File: config.mk
export PLATFORM = sky130hd
export DESIGN_NAME = crd_rd_target
export DESIGN_NICKNAME = d
export VERILOG_FILES = /design/src/hw/crd_pkg.sv /design/src/hw/crd_rd_target.sv /design/src/hw/crd_fifo.sv
export VERILOG_INCLUDE_DIRS = /design/src /design/src/hw
export SDC_FILE = /design/constraint.sdc
export NUM_CORES = 1
export LEC_CHECK = 0
export ABC_AREA = 1
export BUFFER_PORTS_ARGS = -buffer_cell sky130_fd_sc_hd__buf_2
export CORE_UTILIZATION = 40
export DETAILED_ROUTE_END_ITERATION = 6
export SYNTH_ARGS = -nofsm -noshare
export SYNTH_HDL_FRONTEND = slang
export SYNTH_SLANG_ARGS = --single-unit
export TNS_END_PERCENT = 1
File: constraint.sdc
create_clock -name clk_i -period 6.4 [get_ports clk_i]
set_input_delay 1.28 -clock clk_i [delete_from_list [all_inputs] [get_ports clk_i]]
set_output_delay 1.28 -clock clk_i [all_outputs]
set_load 0.01 [all_outputs]
File: src/hw/crd_params.svh
/*
  Constants for the current-address read target: bus addresses, the reserved
  location, pointer reset value and FIFO shape.
  Assumes it is included by bare name from files under hw/.
*/
`ifndef CRD_PARAMS_SVH
`define CRD_PARAMS_SVH

// ==========================================================
// Bus addressing
`define CRD_ADDR_RD 8'h51
`define CRD_ADDR_WR 8'h50
`define CRD_BITS_PER_BYTE 4'h8
`define CRD_LAST_BIT 4'h7

// ==========================================================
// Storage map
`define CRD_RSVD_LOC 8'h07
`define CRD_RSVD_VAL 8'hff
`define CRD_PTR_RST 8'h00

// ==========================================================
// Prefetch buffer: {address, data} per entry
`define CRD_FIFO_W 16
`define CRD_FIFO_D 16

`endif

File: src/hw/crd_pkg.sv
/*
  Types shared by the current-address read target.
  Assumes nothing beyond a SystemVerilog compiler.
*/
`default_nettype none
package crd_pkg;
  // Bus-side sequencer states
  typedef enum logic [2:0] {
    CRD_IDLE,
    CRD_ADDR,
    CRD_ACK,
    CRD_TX,
    CRD_RACK,
    CRD_IGNORE
  } crd_state_e;
endpackage
`default_nettype wire

File: src/hw/crd_rd_target.sv
/*
  Bus target for address-less sequential reads. SCL and SDA are sampled by
  clk_i (25 MHz); bytes are prefetched from storage into a 16-entry FIFO and
  shifted out on SDA. Assumes storage answers rd_data_i combinationally for
  rd_addr_o on the same clock, and that the addressed-access logic moves the
  shared pointer through ptr_load_i / ptr_val_i.
*/
`timescale 1ns/1ns
`default_nettype none
`include "crd_params.svh"
module crd_rd_target (
  input wire logic clk_i,
  input wire logic sys_rst_i,
  input wire logic scl_i,
  input wire logic sda_i,
  output logic sda_o,
  output logic sda_oe_o,
  output logic [7:0] rd_addr_o,
  input wire logic [7:0] rd_data_i,
  input wire logic ptr_load_i,
  input wire logic [7:0] ptr_val_i,
  output logic [7:0] ptr_o
);
  // ==========================================================
  // Pin synchronisers and edge detection
  logic scl_m_q, scl_s_q, scl_p_q;
  logic sda_m_q, sda_s_q, sda_p_q;

  // Two flops per pin before any logic; third flop only for edges
  always_ff @(posedge clk_i)
  begin
    if (sys_rst_i)
    begin
      {scl_m_q, scl_s_q, scl_p_q} <= 3'h7;
      {sda_m_q, sda_s_q, sda_p_q} <= 3'h7;
    end
    else
    begin
      {scl_m_q, scl_s_q, scl_p_q} <= {scl_i, scl_m_q, scl_s_q};
      {sda_m_q, sda_s_q, sda_p_q} <= {sda_i, sda_m_q, sda_s_q};
    end
  end

  wire scl_rise = scl_s_q & ~scl_p_q;
  wire scl_fall = ~scl_s_q & scl_p_q;
  wire bus_start = scl_s_q & scl_p_q & sda_p_q & ~sda_s_q;
  wire bus_stop = scl_s_q & scl_p_q & ~sda_p_q & sda_s_q;

  // ==========================================================
  // Sequencer
  crd_pkg::crd_state_e st_q;
  logic [3:0] cnt_q;
  logic [7:0] sh_q;
  logic rd_q;
  logic sda_oe_q;
  logic [7:0] ptr_q;
  logic [7:0] fetch_q;

  logic fifo_in_ready, fifo_out_valid;
  logic [15:0] fifo_out;

  wire match_rd = (sh_q == `CRD_ADDR_RD);
  wire match_wr = (sh_q == `CRD_ADDR_WR);
  wire byte_in = (cnt_q == `CRD_BITS_PER_BYTE);
  wire tx_last = (cnt_q == `CRD_LAST_BIT);
  wire load_byte = (st_q == crd_pkg::CRD_ACK) & rd_q & scl_fall;
  wire pop = load_byte & fifo_out_valid;
  wire reading = rd_q & ((st_q == crd_pkg::CRD_ACK) | (st_q == crd_pkg::CRD_TX) | (st_q == crd_pkg::CRD_RACK));
  wire flush = ~reading;
  wire [7:0] fetch_data = (fetch_q == `CRD_RSVD_LOC) ? `CRD_RSVD_VAL : rd_data_i;
  wire push = reading & fifo_in_ready;

  // Start and stop win over any state; stop always releases SDA
  always_ff @(posedge clk_i)
  begin
    if (sys_rst_i)
    begin
      st_q <= crd_pkg::CRD_IDLE;
      cnt_q <= 4'h0;
      sh_q <= 8'h00;
      rd_q <= 1'b0;
      sda_oe_q <= 1'b0;
    end
    else if (bus_start)
    begin
      st_q <= crd_pkg::CRD_ADDR;
      cnt_q <= 4'h0;
      rd_q <= 1'b0;
      sda_oe_q <= 1'b0;
    end
    else if (bus_stop)
    begin
      st_q <= crd_pkg::CRD_IDLE;
      sda_oe_q <= 1'b0;
    end
    else
    begin
      case (st_q)
        crd_pkg::CRD_ADDR:
        begin
          if (scl_rise && !byte_in)
          begin
            sh_q <= {sh_q[6:0], sda_s_q};
            cnt_q <= cnt_q + 4'h1;
          end
          else if (scl_fall && byte_in)
          begin
            // Only our two address forms are answered
            st_q <= (match_rd | match_wr) ? crd_pkg::CRD_ACK : crd_pkg::CRD_IDLE;
            sda_oe_q <= match_rd | match_wr;
            rd_q <= match_rd;
          end
        end
        crd_pkg::CRD_ACK:
        begin
          if (scl_fall)
          begin
            cnt_q <= 4'h0;
            if (rd_q && fifo_out_valid)
            begin
              // Host is receiver from here on
              st_q <= crd_pkg::CRD_TX;
              sh_q <= fifo_out[7:0];
              sda_oe_q <= ~fifo_out[7];
            end
            else
            begin
              // Write traffic belongs to other logic; an empty buffer aborts
              st_q <= rd_q ? crd_pkg::CRD_IDLE : crd_pkg::CRD_IGNORE;
              sda_oe_q <= 1'b0;
            end
          end
        end
        crd_pkg::CRD_TX:
        begin
          if (scl_fall)
          begin
            if (tx_last)
            begin
              st_q <= crd_pkg::CRD_RACK;
              sda_oe_q <= 1'b0;
            end
            else
            begin
              sh_q <= {sh_q[6:0], 1'b0};
              sda_oe_q <= ~sh_q[6];
              cnt_q <= cnt_q + 4'h1;
            end
          end
        end
        crd_pkg::CRD_RACK:
        begin
          if (scl_rise)
          begin
            // Low acknowledge asks for more, high ends our driving
            st_q <= sda_s_q ? crd_pkg::CRD_IDLE : crd_pkg::CRD_ACK;
          end
        end
        crd_pkg::CRD_IDLE, crd_pkg::CRD_IGNORE:
        begin
          sda_oe_q <= 1'b0;
        end
        default:
        begin
          st_q <= crd_pkg::CRD_IDLE;
          sda_oe_q <= 1'b0;
        end
      endcase
    end
  end

  // ==========================================================
  // Shared pointer and prefetch address
  // Pointer follows bytes actually sent, not bytes prefetched, so a
  // flushed prefetch never skips a location.
  always_ff @(posedge clk_i)
  begin
    if (sys_rst_i)
    begin
      ptr_q <= `CRD_PTR_RST;
      fetch_q <= `CRD_PTR_RST + 8'h01;
    end
    else
    begin
      if (pop)
        ptr_q <= fifo_out[15:8];
      else if (ptr_load_i && !reading)
        ptr_q <= ptr_val_i;
      if (flush)
        fetch_q <= (ptr_load_i ? ptr_val_i : ptr_q) + 8'h01;
      else if (push)
        fetch_q <= fetch_q + 8'h01;
    end
  end

  crd_fifo #(
    .W(`CRD_FIFO_W),
    .D(`CRD_FIFO_D)
  ) u_fifo (
    .clk_i(clk_i),
    .sys_rst_i(sys_rst_i),
    .flush_i(flush),
    .in_valid_i(reading),
    .in_ready_o(fifo_in_ready),
    .in_data_i({fetch_q, fetch_data}),
    .out_valid_o(fifo_out_valid),
    .out_ready_i(load_byte),
    .out_data_o(fifo_out)
  );

  // Open-drain data pin: only ever pulls low
  always_ff @(posedge clk_i)
  begin
    sda_o <= 1'b0;
  end

  assign sda_oe_o = sda_oe_q;
  assign rd_addr_o = fetch_q;
  assign ptr_o = ptr_q;

  // ==========================================================
  // Checks
  property p_ack_match;
    @(posedge clk_i) disable iff (sys_rst_i)
    (st_q == crd_pkg::CRD_ADDR && scl_fall && byte_in && match_rd && !bus_start && !bus_stop) |=> sda_oe_o;
  endproperty
  a_ack_match: assert property (p_ack_match) else $error("read address not acknowledged");

  property p_no_foreign_ack;
    @(posedge clk_i) disable iff (sys_rst_i)
    (st_q == crd_pkg::CRD_ADDR && scl_fall && byte_in && !match_rd && !match_wr)
      |=> !sda_oe_o && st_q == crd_pkg::CRD_IDLE;
  endproperty
  a_no_foreign_ack: assert property (p_no_foreign_ack) else $error("foreign address acknowledged");

  // Every byte sent, the first of a read included, comes from one past the pointer
  property p_first_byte;
    @(posedge clk_i) disable iff (sys_rst_i)
    pop |-> fifo_out[15:8] == ptr_q + 8'h01;
  endproperty
  a_first_byte: assert property (p_first_byte) else $error("byte not from pointer plus one");

  property p_next_byte;
    @(posedge clk_i) disable iff (sys_rst_i)
    pop |=> ptr_q == $past(fifo_out[15:8]) && fifo_out[15:8] != $past(fifo_out[15:8]) || !fifo_out_valid;
  endproperty
  a_next_byte: assert property (p_next_byte) else $error("pointer did not follow sent byte");

  property p_nack_release;
    @(posedge clk_i) disable iff (sys_rst_i)
    (st_q == crd_pkg::CRD_RACK && scl_rise && sda_s_q && !bus_start && !bus_stop)
      |=> !sda_oe_o [*3];
  endproperty
  a_nack_release: assert property (p_nack_release) else $error("data driven after high acknowledge");

  property p_reserved;
    @(posedge clk_i) disable iff (sys_rst_i)
    (pop && fifo_out[15:8] == `CRD_RSVD_LOC) |-> fifo_out[7:0] == `CRD_RSVD_VAL;
  endproperty
  a_reserved: assert property (p_reserved) else $error("reserved location not FFh");

  property p_ptr_keep;
    @(posedge clk_i) disable iff (sys_rst_i)
    (bus_stop && !ptr_load_i) |=> ptr_q == $past(ptr_q);
  endproperty
  a_ptr_keep: assert property (p_ptr_keep) else $error("pointer lost at stop");
endmodule
`default_nettype wire

File: src/hw/crd_fifo.sv
/*
  Synchronous FIFO in flip-flops with valid/ready on both sides and a flush.
  Assumes both sides run on clk_i; flush drops every entry in one cycle.
*/
`timescale 1ns/1ns
`default_nettype none
module crd_fifo #(
  parameter int W = 16,
  parameter int D = 16
) (
  input wire logic clk_i,
  input wire logic sys_rst_i,
  input wire logic flush_i,
  input wire logic in_valid_i,
  output logic in_ready_o,
  input wire logic [W-1:0] in_data_i,
  output logic out_valid_o,
  input wire logic out_ready_i,
  output logic [W-1:0] out_data_o
);
  localparam int AW = $clog2(D);

  logic [W-1:0] mem_q [D];
  logic [AW-1:0] wr_q;
  logic [AW-1:0] rd_q;
  logic [AW:0] cnt_q;
  wire push = in_valid_i & in_ready_o;
  wire pop = out_valid_o & out_ready_i;

  // Honest full and empty straight from the occupancy count
  assign in_ready_o = (cnt_q != D[AW:0]);
  assign out_valid_o = (cnt_q != '0);
  assign out_data_o = mem_q[rd_q];

  // ==========================================================
  // Storage
  always_ff @(posedge clk_i)
  begin
    if (push)
    begin
      mem_q[wr_q] <= in_data_i;
    end
  end

  // ==========================================================
  // Pointers and count
  always_ff @(posedge clk_i)
  begin
    if (sys_rst_i || flush_i)
    begin
      wr_q <= '0;
      rd_q <= '0;
      cnt_q <= '0;
    end
    else
    begin
      if (push)
        wr_q <= wr_q + 1'b1;
      if (pop)
        rd_q <= rd_q + 1'b1;
      cnt_q <= cnt_q + {{AW{1'b0}}, push} - {{AW{1'b0}}, pop};
    end
  end
endmodule
`default_nettype wire

==> results of run 1 <==
[critical path, stage by stage (launching register included)]
cell	delay [ps]
dfxtp_1	410
nand2_2	150
inv_2	90
nand2_2	170
inv_2	320
nand3_2	160
nor2_4	490
ha_1	340
inv_1	50
ha_1	160
inv_1	60
fa_1	420
o21ai_0	180
a21oi_1	100
o21ai_0	150
a21oi_1	50
[sequential cells by signal, summed over array words and instances, names as in the netlist, 3 cells and up, named ones only]
register      flops
u_fifo.wr_q       4
st_q              3
rd_addr_o         8
u_fifo.mem_q    256
ptr_o             8
sh_q              8
cnt_q             4
u_fifo.rd_q       4
u_fifo.cnt_q      5
[path summary, 6_finish.rpt]
kind / from / end / slack, ps / cells after the start
hold reg to reg: sda_m_q / sda_s_q / 410 / 1
hold / removal: sda_m_q / sda_s_q / 410 / 1
setup reg to reg: st_q[1] / u_fifo.cnt_q[4] / 2980 / 15
setup / recovery: st_q[1] / u_fifo.cnt_q[4] / 2980 / 15
[cell type report]
class	instances	area [um2]
flip-flops and latches	312	8820
well taps	442	553
multi-input cells	783	3870
inverters	83	313
clock inverters	14	156
fillers	2994	17500
clock buffers	47	930
repair buffers	61	365
[per-stage QoR]
step                      worst slack, ps  hold slack [ps]  util (%)
after global routing                 2790              425      46.1
after floorplan                      3830              389         -
after detailed placement             3050              394      42.8
after global placement               3070              404      42.8
final                                2980              414      46.1
after CTS                            3040              418      46.1
[layer usage]
| layer | GRT usage (%) | vias to the layer above | share of wire (%) |
|---|---|---|---|
| li1 | - | 4392 | - |
| met1 | 27.6 | 4413 | 44 |
| met2 | 32.3 | 329 | 46 |
| met3 | 3.84 | 55 | 7.5 |
| met4 | 5.40 | 0 | 2.0 |
| met5 | 0 | - | 0 |
[logic make-up (layout without fill, tap and decap cells)]
family	Yosys count	count (layout)	share of synthesized area, %
simple gates	519	519	17.0
flops	312	312	66.6
compound gates	245	245	10.3
buf+inv	144	205	4.44
fa+ha+maj	15	15	1.48
xor+xnor	3	3	0.199
other cells	1	1	0.0283
[power by group through the flow]
stage / logic (mW) / registers, mW / clock network, mW
floorplan: 0.0695 / 2.28 / 0
global placement: 0.120 / 2.28 / 0
detailed placement: 0.121 / 2.28 / 0
CTS: 0.122 / 2.24 / 1.94
global route: 0.139 / 2.24 / 2.02
finish: 0.122 / 2.24 / 1.91
[placed cells by master, fill, tap and decap left out, types with 2 or more instances in the layout]
master	n
nand2_2	9
clkbuf_16	34
o21ai_0	142
clkbuf_1	10
clkinv_1	6
ha_1	14
inv_6	2
nor2_1	164
o21a_1	3
inv_2	7
dfxtp_1	54
clkbuf_8	3
clkinv_2	3
nand3_1	112
nand3b_1	4
xor2_1	3
nor2_2	19
o22ai_1	12
a21oi_1	45
buf_4	24
inv_1	75
nand2_4	2
nand2_1	175
dfxtp_4	2
buf_2	37
nand4_1	6
or2_2	21
o211ai_1	40
bufinv_16	3
nor3_1	3
edfxtp_1	256
==> impl_results.md, run 1 <==
* Total power at 4.27 mW
* Sequential fraction of the synthesis area at 66.6%
* Crit path time final at 3420 ps
* Startpoint Class: flop
* Total Routing Usage GR at 20.0%
* Area contributors post-synth: edfxtp_1 58%, dfxtp_1 8.5%, o21ai_0 5.4%
* Row Count at 66
* Drt total wl at 33.2 mm
* Mapped Cells at 1239
* Switching fraction of total power at 20.6%
* Async SR Flop Fraction at 0%
* Syn avg cell area at 10.7 um2
* Routed wire length per instance at 19.1 um
* Initial antenna violation count at 0
* Cts repair resizes at 0
* Top cell type's share of synthesized area at 58.1%
* Worst-skew pair later-pin latency at 520 ps
* Final std cells w/o fill at 1742
* Vias in the first global route at 8738
* Core area at 32500 um2
* Dominant register cell in the synthesized netlist: edfxtp_1
* DRC viols at 0
* Yosys top cell by area: edfxtp_1
* Sw Pwr at 0.882 mW
* Finish-stage setup viols at 0
* Nets at 1311
* Synth cell types at 35
* Cell leakage power at 5.41 nW
* # Max-Cap Violations at 0
* I/O Pins at 39
* Synth Net Count at 1275
* Peak VDD IR at 172 uV
* Detail Route Antenna Nets at 0
* YS warnings at 0
* Clock skew at 19.5 ps
* Setup repair bufs after CTS at 0
* Top-count cell post-synth: edfxtp_1
* Cts hold-fix bufs at 0
* Area growth, synth to finish at 13.4%
* Final-report max-slew violation count at 0
* Num CTS Buffers at 34
* Crit path kind: reg -> reg
* Total global routing overflow at 0
* Routed vias/inst at 5.27
* F_max at 293 MHz
* Die Y at 184 um
* Critical Path RT at 6790 ps
* DP HPWL at 18.7 mm
* Headroom to the max-slew limit at 23.2%
* Final RePlAce weighted congestion at 0.845
* Die X at 184 um
* Post-synth EDFFs at 256
* Critical path capture point type: flop
* Status: completed
* CP Max Fanout at 17
* Comb pwr share at 2.9%
* Synth top cells by count: 256 x edfxtp_1, 180 x nor2_1, 175 x nand2_1, 142 x o21ai_0, 112 x nand3_1
* Starting density of the core at 40.7%
* Post-placement cell count at 1681
* Share of cells above drive strength 1 at 13.1%
* CTS clk-pin slew, worst paths at 50 ps
* Drt first pass iters at 5
* Cell Area, Placed at 13900 um2
* Slew of the pin with the lowest slew margin at 1150 ps
* CP arrival at 3810 ps
* Root Buffer: clkbuf_16
* Fin area at 15000 um2
* RSZ-0062 raised after global routing: false
* CTS tree: done
* TNS Setup at 0 ps
* First-pass GRT wire length at 51.1 mm
* Largest net degree at the start of global routing at 84
* CTS Buffer Depth at 3
* Clk pwr share at 44.7%
* Mapped cell area at 13200 um2
* CTS Sinks at 312
* CTS H-tree lvls at 2
* Total die area at 33800 um2
* Antenna Cells at 0
* I/O Buffers at 37
* Vias at 9189
* Fin crit share at 53.4%
* Seq pwr share at 52.4%
* Int Power at 3.39 mW
* Number of DRC markers in iteration 0 at 858
* #FFs+latches synth at 312
* Final Hold Violating Endpoints at 0
* Cell Pwr Density at 285 nW/um2
* Hold crit path type: reg -> reg
No activity file was read; power rests on OpenSTA's default activity.
==> inputs of run 2 (changes only) <==
--- a/config.mk
+++ b/config.mk
@@ -6,7 +6,7 @@
 export SDC_FILE = /design/constraint.sdc
 export NUM_CORES = 1
 export LEC_CHECK = 0
-export ABC_AREA = 1
+export ABC_AREA = 0
 export BUFFER_PORTS_ARGS = -buffer_cell sky130_fd_sc_hd__buf_2
 export CORE_UTILIZATION = 40
 export DETAILED_ROUTE_END_ITERATION = 6
==> constraint.sdc (replaced) <==
create_clock -name clk_i -period 2.8 [get_ports clk_i]
set_input_delay 0.56 -clock clk_i [delete_from_list [all_inputs] [get_ports clk_i]]
set_output_delay 0.56 -clock clk_i [all_outputs]
set_load 0.01 [all_outputs]
==> run 2 against run 1 <==
  * Final cell count shrank 26%
  * Critical endpoint unchanged
  * Design area grew 0.75%
  * Combinational power grew 100%
==> impl_results.md, run 2 <==
* Synth top cells by count: 256 x edfxtp_1, 64 x mux4_2, 56 x dfxtp_1, 34 x nor2_1, 32 x nand2_1
* Nets at 902
* Seq pwr share at 52.2%
* Mapped cell area at 13000 um2
* Final core utilization at 47.7%
* Setup WS pre-CTS at 209 ps
* CTS Sinks at 312
* Largest net degree at the start of global routing at 33
* Buf/Inv on CP at 4
* DRT met1 WL at 13.3 mm
* R2r setup slk at 190 ps
* Max layer used: met4
* DP HPWL at 18.3 mm
* Critical Path RT at 3220 ps
* RSZ-0062 raised after global routing: false
* Die Y at 182 um
* Cts repair resizes at 0
* Startpoint Class: flop
* Drt first pass iters at 5
* Crit path kind: reg -> reg
* Final worst slack at 192 ps
* Most frequent cells in the layout: 256 x edfxtp_1, 64 x mux4_2, 54 x dfxtp_1
* Status: completed
* Setup repair bufs after CTS at 0
* Worst path depth at 14
* Detail Route Antenna Nets at 0
* Final RePlAce weighted congestion at 0.798
* Die X at 182 um
* Headroom to the max-slew limit at 63.6%
* Synth Net Count at 808
* Commonest non-fill, non-tap cell in the layout: edfxtp_1
* Routed vias/inst at 5.55
* Sw Pwr at 1.95 mW
* # Max-Cap Violations at 0
* CP endpoint: u_fifo.cnt_q[4]
* Total global routing overflow at 0
* CP Max Fanout at 3
* F_max at 383 MHz
* First-pass GRT wire length at 43.2 mm
* #FFs+latches synth at 312
* Reg2Reg Capture Point: u_fifo.cnt_q[4]
* Clock skew at 22.6 ps
* Initial antenna violation count at 0
* Clk pwr share at 45.2%
* Num CTS Buffers at 34
* Cell Pwr Density at 641 nW/um2
* Final std cells w/o fill at 1293
* Sequential fraction of the synthesis area at 67.9%
* Dominant register cell in the synthesized netlist: edfxtp_1
* Finish-stage setup viols at 0
* Slew of the pin with the lowest slew margin at 545 ps
* Crit. Startpoint: u_fifo.cnt_q[3]
* Worst path slowest cell: nor4b_2
* Top-count cell post-synth: edfxtp_1
* Final Hold Violating Endpoints at 0
* Xor/xnor share of the synthesized area at 1.35%
* Vias in the first global route at 7107
* CTS Buffer Depth at 3
* Cell leakage power at 5.02 nW
* Comb pwr share at 2.5%
* Peak VDD IR at 322 uV
* Largest stage delay on the critical path at 370 ps
* Core area at 31700 um2
* I/O Buffers at 37
* Starting density of the core at 40.9%
* Syn avg cell area at 16.8 um2
* Vias at 7170
* Routed wire length per instance at 21.8 um
* Switching fraction of total power at 20.2%
* Total die area at 33100 um2
* Post-synthesis mux area share at 12.2%
* Post-Synth Adder-Cell Area at 1.51%
* Async SR Flop Fraction at 0%
* Post-synth EDFFs at 256
* Crit path time final at 2610 ps
* FF-to-FF Start: u_fifo.cnt_q[3]
* Mapped Cells at 772
* CP arrival at 3030 ps
* Cts hold-fix bufs at 0
* Largest delay share family, worst path: simple AND/OR/NAND/NOR gates
* Number of DRC markers in iteration 0 at 494
* CP Cell Sequence: inv_1 -> ha_1 -> nor4b_2 -> nor4_4 -> ha_1 -> inv_1 -> ha_1 -> inv_1 -> fa_1 -> inv_1 -> a21oi_1 -> nor2_1 -> or3_1 -> a21oi_1
* Post-placement cell count at 1232
* CTS clk-pin slew, worst paths at 60 ps
* Reg with most FFs: u_fifo.mem_q
* DR WL met3 at 1.16 mm
* Area contributors post-synth: edfxtp_1 59%, mux4_2 11%, dfxtp_1 8.6%
* Most frequent CP cell: inv_1
* CTS H-tree lvls at 2
* Fin crit share at 93.1%
* Simple-gate share of the synthesized area at 7.98%
* FF-to-FF path depth at 14
* Root Buffer: clkbuf_16
* Met2 wire length at 13.2 mm
* Hold crit path type: in -> reg
* Total Routing Usage GR at 17.3%
* Int Power at 7.73 mW
* Worst-skew pair later-pin latency at 510 ps
* TNS Setup at 0 ps
* DRC viols at 0
* Critical path capture point type: flop
* Row Count at 65
* Antenna Cells at 0
* Post-synthesis compound-gate area fraction at 6.55%
* I/O Pins at 39
* Largest family of logic cells by synthesized area: multiplexers
* Total power at 9.69 mW
* YS warnings at 0
* Drt total wl at 28.2 mm
* Top cell type's share of synthesized area at 59.3%
* Fillers at 2692
* Synth cell types at 70
* Share of cells above drive strength 1 at 27.5%
* Max reg flops at 256
* Yosys top cell by area: edfxtp_1
* CTS tree: done
* Area growth, synth to finish at 16.6%
* Final-report max-slew violation count at 0
run 2: cell count changes after synthesis, sizes merged, moves of 13 or more:
cell	before	now
nand2	186	32
nor2	185	34
o21ai	143	11
nand3	113	11
mux4	0	64
inv	83	20
o211ai	40	3
a21oi	45	23
clkbuf	31	9
a22oi	0	18
and2	0	18
nor3	3	17
mux2i	0	13
run 2: worst min path at each step:
stage,startpoint,end,slack [ps],depth (start not counted)
4_1_cts,scl_i,scl_m_q,230,2
2_1_floorplan,scl_m_q,scl_s_q,390,1
5_1_grt,sda_i,sda_m_q,240,2
6_report,scl_i,scl_m_q,250,2
3_5_place_dp,sda_m_q,sda_s_q,410,1
3_3_place_gp,scl_m_q,scl_s_q,400,1
run 2: through the flow:
step                      area, um2  hold WS [ps]
after floorplan               13000           389
after global placement        14000           404
after detailed placement      14000           408
after CTS                     15100           230
after global routing          15100           241
final                         15100           249
run 2: kinds of logic (layout without fill, tap and decap cells):
group	after synthesis	count (layout)
simple gates	179	179
mux	78	78
buf+inv	59	178
flops	312	312
other cells	1	1
fa+ha+maj	15	15
compound gates	108	108
xor+xnor	20	20
run 2: routing by layer:
layer	GRT usage (%)	vias up
met3	2.89	39
met4	4.74	0
met5	0	-
met1	24.7	3722
li1	-	3249
met2	27.5	160
run 2: final cells by class:
type                    instances  area [um2]  area share [%]
flip-flops and latches        312        8810            58.3
multi-input cells             401        3840            25.4
clock buffers                  44         920            6.08
repair buffers                 97         798            5.28
well taps                     402         503            3.33
clock inverters                17         169            1.12
inverters                      20        75.1           0.497
run 2: power groups by stage:
stage               clock [mW]  sequential [mW]  combinational (mW)
floorplan                    0             5.19               0.108
global placement             0             5.16               0.241
detailed placement           0             5.16               0.244
CTS                       4.47             5.06               0.246
global route              4.62             5.06               0.269
finish                    4.38             5.06               0.244
run 2: worst reg2reg max path, delay by kind of cell, from the launching register on:
kind | cells | cell delay, ps
AOI/OAI and AO/OA | 2 | 270
adders and majority gates | 4 | 850
buffers and inverters | 4 | 250
and+or+nand+nor | 4 | 860
DFF | 1 | 320
